File: config.mk
export PLATFORM = sky130hd
export DESIGN_NAME = bor_seq
export DESIGN_NICKNAME = d
export VERILOG_FILES = /design/src/bor_pkg.sv /design/src/bor_seq.sv /design/src/bor_sync.sv
export SDC_FILE = /design/constraint.sdc
export NUM_CORES = 1
export LEC_CHECK = 0
export BUFFER_PORTS_ARGS = -buffer_cell sky130_fd_sc_hd__buf_2
export CAP_MARGIN = 40
export CELL_PAD_IN_SITES_DETAIL_PLACEMENT = 1
export CELL_PAD_IN_SITES_GLOBAL_PLACEMENT = 2
export CORE_MARGIN = 4
export CORE_UTILIZATION = 39
export DETAILED_ROUTE_END_ITERATION = 7
export PLACE_DENSITY = 0.84
export SLEW_MARGIN = 25
export SYNTH_ARGS = -nofsm -noshare
export SYNTH_HDL_FRONTEND = slang
export SYNTH_SLANG_ARGS = --single-unit
File: constraint.sdc
create_clock -name sys_clk -period 2.15 [get_ports sys_clk]
set_clock_uncertainty 0.05 [all_clocks]
set_input_delay 0.3225 -clock sys_clk [delete_from_list [all_inputs] [get_ports sys_clk]]
set_output_delay 0.3225 -clock sys_clk [all_outputs]
set_load 0.01 [all_outputs]
File: src/bor_pkg.sv
// package for the supply droop reset sequencer
// assumes a 200 mhz system clock and an analogue comparator outside
package bor_pkg;
    // clock period in picoseconds
    localparam int unsigned CLK_PERIOD_PS = 5000;
    // power-up hold time in milliseconds
    localparam int unsigned PWRUP_TIME_MS = 64;
    // cycles of the power-up hold
    // cycles per millisecond first, so the product stays inside 32 bits
    localparam int unsigned PWRUP_CYCLES =
        PWRUP_TIME_MS * (1000000000 / CLK_PERIOD_PS);
    // least droop duration in nanoseconds
    localparam int unsigned DROOP_MIN_NS = 100;
    // cycles the droop must persist, rounded up
    localparam int unsigned DROOP_MIN_CYCLES =
        (DROOP_MIN_NS * 1000 + CLK_PERIOD_PS - 1) / CLK_PERIOD_PS;
    // enable field encodings
    localparam logic [1:0] EN_ALWAYS = 2'h3;
    localparam logic [1:0] EN_NO_SLEEP = 2'h2;
    // lowest trip level select code
    localparam logic LEVEL_LOWEST = 1'h0;
    // sequencer states
    typedef enum logic [2:0] {
        ST_RUN = 3'h1,
        ST_DROOP = 3'h2,
        ST_PWRUP = 3'h4
    } bor_state_type;
endpackage : bor_pkg

File: src/bor_seq.sv
// supply droop reset sequencer: decodes config, filters droop,
// and holds the device reset through the power-up interval
// assumes comparator outputs for both trip levels, high when below
// Notes on behaviour
// - enable 11 always, 10 except sleep, 0x off
// - one config bit picks one of two levels
// - droop lasting at least the minimum resets the device
// - droop during power-up restarts the power-up timer
// - release reset 64 ms after supply recovers
// - erase forces enable at lowest level
module bor_seq #(
    parameter int unsigned PWRUP_CNT = bor_pkg::PWRUP_CYCLES
) (
    input wire logic sys_clk,
    input wire logic nrst,
    input wire logic [1:0] droop_reset_enable_field,
    input wire logic droop_trip_level_select,
    input wire logic below_low_level,
    input wire logic below_high_level,
    input wire logic sleep_active,
    input wire logic erase_active,
    output logic supply_droop_reset,
    output logic droop_flag
);
    // synchronised comparator outputs
    logic [1:0] below_sync;
    // current state and next
    bor_pkg::bor_state_type state_r;
    bor_pkg::bor_state_type state_nxt;
    // droop filter counter
    logic [7:0] droop_cnt_r;
    logic [7:0] droop_cnt_nxt;
    // power-up counter
    logic [23:0] pwrup_cnt_r;
    logic [23:0] pwrup_cnt_nxt;
    // outputs next values
    logic rst_nxt;
    // decoded controls
    wire enabled_cfg;
    wire enabled;
    wire level_sel;
    wire below;
    wire droop_long;
    wire pwrup_done;

    // detector inputs through a synchroniser
    bor_sync u_sync (
        .sys_clk(sys_clk),
        .nrst(nrst),
        .async_in({below_high_level, below_low_level}),
        .sync_out(below_sync)
    );

    // enable decode
    assign enabled_cfg =
        (droop_reset_enable_field == bor_pkg::EN_ALWAYS) ||
        ((droop_reset_enable_field == bor_pkg::EN_NO_SLEEP)
            && !sleep_active);
    // erase forces on
    assign enabled = enabled_cfg || erase_active;
    // level choice, erase forces lowest
    assign level_sel = erase_active ? bor_pkg::LEVEL_LOWEST
        : droop_trip_level_select;
    // selected comparator
    assign below = enabled &&
        (level_sel ? below_sync[1] : below_sync[0]);
    // droop persisted long enough
    assign droop_long =
        (droop_cnt_r >= 8'(bor_pkg::DROOP_MIN_CYCLES - 1));
    // power-up interval complete
    assign pwrup_done = (pwrup_cnt_r >= 24'(PWRUP_CNT - 1));

    // next-state decode
    always_comb begin
        state_nxt = state_r;
        droop_cnt_nxt = 8'h0;
        pwrup_cnt_nxt = 24'h0;
        unique case (state_r)
            bor_pkg::ST_RUN: begin
                // filter droop before tripping
                if (below) begin
                    droop_cnt_nxt = droop_cnt_r + 8'h1;
                    if (droop_long) begin
                        state_nxt = bor_pkg::ST_DROOP;
                    end
                end
            end
            bor_pkg::ST_DROOP: begin
                // wait for recovery
                if (!below) begin
                    state_nxt = bor_pkg::ST_PWRUP;
                end
            end
            bor_pkg::ST_PWRUP: begin
                // droop restarts timing
                if (below) begin
                    state_nxt = bor_pkg::ST_DROOP;
                end else if (pwrup_done) begin
                    state_nxt = bor_pkg::ST_RUN;
                end else begin
                    pwrup_cnt_nxt = pwrup_cnt_r + 24'h1;
                end
            end
            default: begin
                state_nxt = bor_pkg::ST_DROOP;
            end
        endcase
    end

    // reset held in every non-run state
    assign rst_nxt = (state_nxt != bor_pkg::ST_RUN);

    // state registers, start in reset hold
    always_ff @(posedge sys_clk or negedge nrst) begin
        if (!nrst) begin
            state_r <= bor_pkg::ST_PWRUP;
            droop_cnt_r <= 8'h0;
            pwrup_cnt_r <= 24'h0;
            supply_droop_reset <= 1'h1;
            droop_flag <= 1'h0;
        end else begin
            state_r <= state_nxt;
            droop_cnt_r <= droop_cnt_nxt;
            pwrup_cnt_r <= pwrup_cnt_nxt;
            supply_droop_reset <= rst_nxt;
            droop_flag <= (state_nxt == bor_pkg::ST_DROOP);
        end
    end

    // assertions
    a_reset_held: assert property (@(posedge sys_clk) disable iff (!nrst)
        state_r != bor_pkg::ST_RUN |-> supply_droop_reset)
        else $error("reset dropped outside run");
    a_trip_after_droop: assert property (@(posedge sys_clk)
        disable iff (!nrst)
        state_r == bor_pkg::ST_RUN && below && droop_long
        |=> state_r == bor_pkg::ST_DROOP && supply_droop_reset)
        else $error("droop did not trip");
    a_restart_timer: assert property (@(posedge sys_clk)
        disable iff (!nrst)
        state_r == bor_pkg::ST_PWRUP && below
        |=> state_r == bor_pkg::ST_DROOP ##1 pwrup_cnt_r == 24'h0)
        else $error("power-up timer not restarted");
    a_release_done: assert property (@(posedge sys_clk)
        disable iff (!nrst)
        state_r == bor_pkg::ST_PWRUP && !below && pwrup_done
        |=> !supply_droop_reset)
        else $error("reset not released after interval");
    a_no_early_release: assert property (@(posedge sys_clk)
        disable iff (!nrst)
        $fell(supply_droop_reset) |-> $past(pwrup_done))
        else $error("reset released early");
    a_disabled_quiet: assert property (@(posedge sys_clk)
        disable iff (!nrst)
        !droop_reset_enable_field[1] && !erase_active |-> !below)
        else $error("detector live while disabled");
    a_sleep_off: assert property (@(posedge sys_clk) disable iff (!nrst)
        droop_reset_enable_field == bor_pkg::EN_NO_SLEEP && sleep_active
        && !erase_active |-> !enabled)
        else $error("detector live in sleep");
    a_erase_low: assert property (@(posedge sys_clk) disable iff (!nrst)
        erase_active |-> enabled && below == below_sync[0])
        else $error("erase override wrong");
    a_level_pick: assert property (@(posedge sys_clk) disable iff (!nrst)
        enabled && !erase_active |->
        below == below_sync[droop_trip_level_select])
        else $error("wrong trip level used");
    c_trip: cover property (@(posedge sys_clk) disable iff (!nrst)
        state_r == bor_pkg::ST_RUN ##1 state_r == bor_pkg::ST_DROOP);
    c_restart: cover property (@(posedge sys_clk) disable iff (!nrst)
        state_r == bor_pkg::ST_PWRUP ##1 state_r == bor_pkg::ST_DROOP);
    c_release: cover property (@(posedge sys_clk) disable iff (!nrst)
        $fell(supply_droop_reset));

    // flag mirrors the droop state one for one
    a_flag_state: assert property (@(posedge sys_clk)
        disable iff (!nrst)
        droop_flag == (state_r == bor_pkg::ST_DROOP))
        else $error("droop flag out of step with state");

    // power-up count is zero whenever a droop is being held
    a_count_cleared: assert property (@(posedge sys_clk)
        disable iff (!nrst)
        state_r == bor_pkg::ST_DROOP |-> pwrup_cnt_r == 24'h0)
        else $error("power-up count kept during droop");

    // a short dip stays in run and clears the filter
    a_filter_clear: assert property (@(posedge sys_clk)
        disable iff (!nrst)
        state_r == bor_pkg::ST_RUN && !below
        |=> state_r == bor_pkg::ST_RUN && droop_cnt_r == 8'h0)
        else $error("droop filter not cleared");

    // state register never leaves its one-hot codes
    a_state_legal: assert property (@(posedge sys_clk)
        disable iff (!nrst)
        $onehot(state_r))
        else $error("illegal sequencer state");

    // trip taken while the erase override is in force
    c_erase_trip: cover property (@(posedge sys_clk) disable iff (!nrst)
        erase_active && state_r == bor_pkg::ST_RUN
        ##1 state_r == bor_pkg::ST_DROOP);
    // droop ignored while asleep with the sleep-gated code
    c_sleep_quiet: cover property (@(posedge sys_clk) disable iff (!nrst)
        sleep_active && !enabled && below_sync[0]);
endmodule // bor_seq

File: src/bor_sync.sv
// two-flop synchroniser for the comparator outputs
// assumes inputs may change at any time
module bor_sync (
    input wire logic sys_clk,
    input wire logic nrst,
    input wire logic [1:0] async_in,
    output logic [1:0] sync_out
);
    // first stage, read only by the second
    logic [1:0] meta_r;
    // two stages per bit
    always_ff @(posedge sys_clk or negedge nrst) begin
        if (!nrst) begin
            meta_r <= 2'h0;
            sync_out <= 2'h0;
        end else begin
            meta_r <= async_in;
            sync_out <= meta_r;
        end
    end
endmodule // bor_sync

==> flow_metrics.env <==
export IMPL_timing_final_max_slew_violations=0
export IMPL_cts_sinks=41
export IMPL_antenna_found_initial=0
export IMPL_synth_compound_gate_area_share_pct=5.29
export IMPL_max_freq_mhz=519
export IMPL_placementRows=25
export IMPL_clk_pin_slew_ns=0.08
export IMPL_io_pins=11
export IMPL_critical_path_peak_fanout=19
export IMPL_ys_types=34
export IMPL_r2r_start="pwrup_cnt_r[20]"
export IMPL_maxCapViolations=0
export IMPL_drive_gt1_share_pct=16.0
export IMPL_ys_seq_elements=41
export IMPL_status="complete, no violations"
export IMPL_overflow=0
export IMPL_r2r_end="pwrup_cnt_r[21]"
export IMPL_ant_nets=0
export IMPL_fin_tns_setup_ns=0
export IMPL_antenna_cells=0
export IMPL_worstRegToRegCells=6
export IMPL_portBuffers=10
export IMPL_register_area_sq_um=1030
export IMPL_worstPathRequired_ns=2.32
export IMPL_syn_instance_count=187
export IMPL_vdd_drop_max_v=0.000282
export IMPL_final_fill_count=556
export IMPL_synth_area_mux_share_pct=0.581
export IMPL_synth_fa_ha_area_share_pct=1.29
export IMPL_synth_avg_cell_area_sq_um=10.4
export IMPL_vias_per_cell=5.05
export IMPL_gp_congestion=0.784
export IMPL_hpwl_um=2810
export IMPL_synth_simple_area_share_pct=25.8
export IMPL_power_density_nw_per_um2=695
export IMPL_fin_crit_sh_pct=89.6
export IMPL_syn2layout_area_growth_pct=12.6
export IMPL_p_leak_nw=0.875
export IMPL_ys_seq_area_share_pct=53.1
export IMPL_hold_buffers=0
export IMPL_setup_viol=0
export IMPL_synth_xor_area_share_pct=12.2
export IMPL_wl_um=3870
export IMPL_vias=1379
export IMPL_die_w_um=78.5
export IMPL_p_total_mw=1.52
export IMPL_syn_area_sq_um=1940
export IMPL_final_hold_viol_count=0
export IMPL_worst_pin_slew_ns=0.519
export IMPL_fin_util_pct=45.9
export IMPL_rsz0062_at_grt="no"
export IMPL_worst_setup_path_start_kind="flip-flop"
export IMPL_grt_max_degree=42
export IMPL_cts_buffer_depth=2
export IMPL_relSlewSlack_pct=65.1
export IMPL_r2r_slack_ns=0.22
export IMPL_arrival_ns=2.09
export IMPL_coreArea_sq_um=4750
export IMPL_path_class="reg2reg"
export IMPL_initial_utilization_pct=40.8
export IMPL_critPathLaunch="pwrup_cnt_r[20]"
export IMPL_htree_levels=2
export IMPL_ys_warn_count=0
export IMPL_drc=0
export IMPL_post_cts_repair_setup_buffers=0
export IMPL_clkLatencyLatePin_ns=0.29
export IMPL_grt_use_total_pct=14.5
export IMPL_synth_net_count=198
export IMPL_hp_class="in2async"
export IMPL_wire_per_inst_um=14.2
export IMPL_synth_top_family_by_area="simple AND/OR/NAND/NOR gates"
export IMPL_cts_repair_resized=0
export IMPL_grt_pass1_wl_um=6910
export IMPL_cts_buffers=5
export IMPL_multi_input_area_sq_um=876
export IMPL_drt_pre_antenna_iters=4
export IMPL_synthArstFlopShare_pct=100
export IMPL_fin_crit_ns=1.93
export IMPL_synth_ff_type="dfrtp_1"
export IMPL_crit_path_end_kind="flip-flop"
export IMPL_crit_end="pwrup_cnt_r[21]"
export IMPL_root_buffer="clkbuf_8"
export IMPL_fin_nets=216
export IMPL_dieArea_sq_um=6160
export IMPL_cts_tree="built"
export IMPL_dr_first_iter_drc_count=75
export IMPL_grt_pass1_vias=1441
export IMPL_synth_edff_count=0
export IMPL_die_h_um=78.5
[through the flow]
| step | setup WS [ns] | hold slack, ns | cell area, sq um | cells |
|---|---|---|---|---|
| after floorplan | 0.511 | -0.0231 | 1940 | 187 |
| after global placement | 0.303 | 0.288 | 2100 | 265 |
| after detailed placement | 0.222 | 0.290 | 2100 | 265 |
| after CTS | 0.220 | 0.0505 | 2180 | 273 |
| after global routing | 0.0184 | 0.0738 | 2180 | 273 |
| final | 0.224 | 0.0409 | 2180 | 273 |
[synth_stat cells (2+ instances only)]
library cell | instances | area share (%)
inv_1 | 5 | 0.97
nor2b_1 | 3 | 0.97
a2bb2oi_1 | 2 | 0.90
and3_1 | 6 | 1.9
dfstp_2 | 2 | 2.7
nor3_1 | 2 | 0.52
nor4_1 | 2 | 0.65
nand2b_1 | 2 | 0.65
a31oi_1 | 2 | 0.65
nand3_1 | 16 | 4.1
ha_1 | 2 | 1.3
nand2_1 | 12 | 2.3
buf_2 | 3 | 0.77
dfrtp_1 | 39 | 50
nor2_1 | 38 | 7.4
nor4_2 | 6 | 3.9
xnor2_1 | 18 | 8.1
nand4_1 | 2 | 0.65
and4_1 | 2 | 0.90
xor2_1 | 9 | 4.1
[layout make-up]
class                      instances  share of cell area [%]
sequential                        41                    47.1
multi-input combinational        138                    40.1
timing repair buffer              14                    4.24
tap                               67                    3.84
clock buffer                       6                    3.33
inverter                           5                   0.860
clock inverter                     2                   0.459
[power by group]
group | switching [mW] | internal, mW | leakage (nW)
registers | 0.0336 | 0.815 | 0.550
clock network | 0.250 | 0.225 | 0.0450
logic | 0.106 | 0.0876 | 0.280
total | 0.389 | 1.13 | 0.875
[how the worst min path moves through the flow]
stage	startpoint	end	slack [ns]	cells after the start
final	nrst	droop_cnt_r[6]	0.04	2
after global placement	u_sync.meta_r[0]	u_sync.sync_out[0]	0.29	0
after floorplan	nrst	droop_cnt_r[0]	-0.02	0
after detailed placement	u_sync.meta_r[0]	u_sync.sync_out[0]	0.29	0
after global routing	below_low_level	u_sync.meta_r[0]	0.07	1
after CTS	nrst	droop_cnt_r[0]	0.05	2
[worst max-delay path: stages (launching register included)]
cell and delay (ns):
dfrtp_1 0.41, nor4_1 0.40, a31oi_1 0.13, a31oi_1 0.32
nand3_2 0.22, buf_12 0.21, nor2_1 0.11
[cells in the final DEF (no fill, tap or decap)]
cell       instances
clkbuf_8           5
mux2_2             1
ha_1               2
buf_12             1
nor3b_1            1
nor3_1             2
a22oi_1            1
nand3_2            1
clkinv_2           2
and4_1             2
nand4_2            1
o21ai_0            1
inv_1              5
clkbuf_1           1
nand4_1            2
or2_1              1
o21a_1             1
buf_4              3
nand2b_1           2
o2111ai_1          1
a41oi_1            1
nor4_2             6
nor2_1            38
nand2_1           12
a31oi_1            2
a21bo_1            1
a21oi_2            1
nand3_1           16
nor4_1             2
and3_1             6
o31ai_1            1
a2bb2oi_1          2
a22o_1             1
buf_2             10
xor2_1             9
dfstp_2            2
nor2b_1            3
xnor2_1           18
dfrtp_1           39
[logic make-up after synthesis]
family          after synthesis
compound gates               13
flops                        41
xor+xnor                     27
simple gates                 95
buf+inv                       8
mux                           1
fa+ha+maj                     2
[routing by layer]
layer | part of all wire (%) | routed length (um) | global-route usage [%] | up-vias
li1 | - | - | - | 675
met3 | 2.4 | 93 | 3.78 | 6
met5 | 0 | 0 | 0 | -
met2 | 48 | 1850 | 24.1 | 15
met4 | 1.8 | 71 | 5.24 | 0
met1 | 48 | 1860 | 18.3 | 683
[registers in the layout, summed over array words and instances, names as in the netlist]
name / cells
supply_droop_reset: 1
droop_flag: 1
state_r: 3
u_sync.meta_r: 2
droop_cnt_r: 8
u_sync.sync_out: 2
pwrup_cnt_r: 24
(Power assumes the default switching activity.)
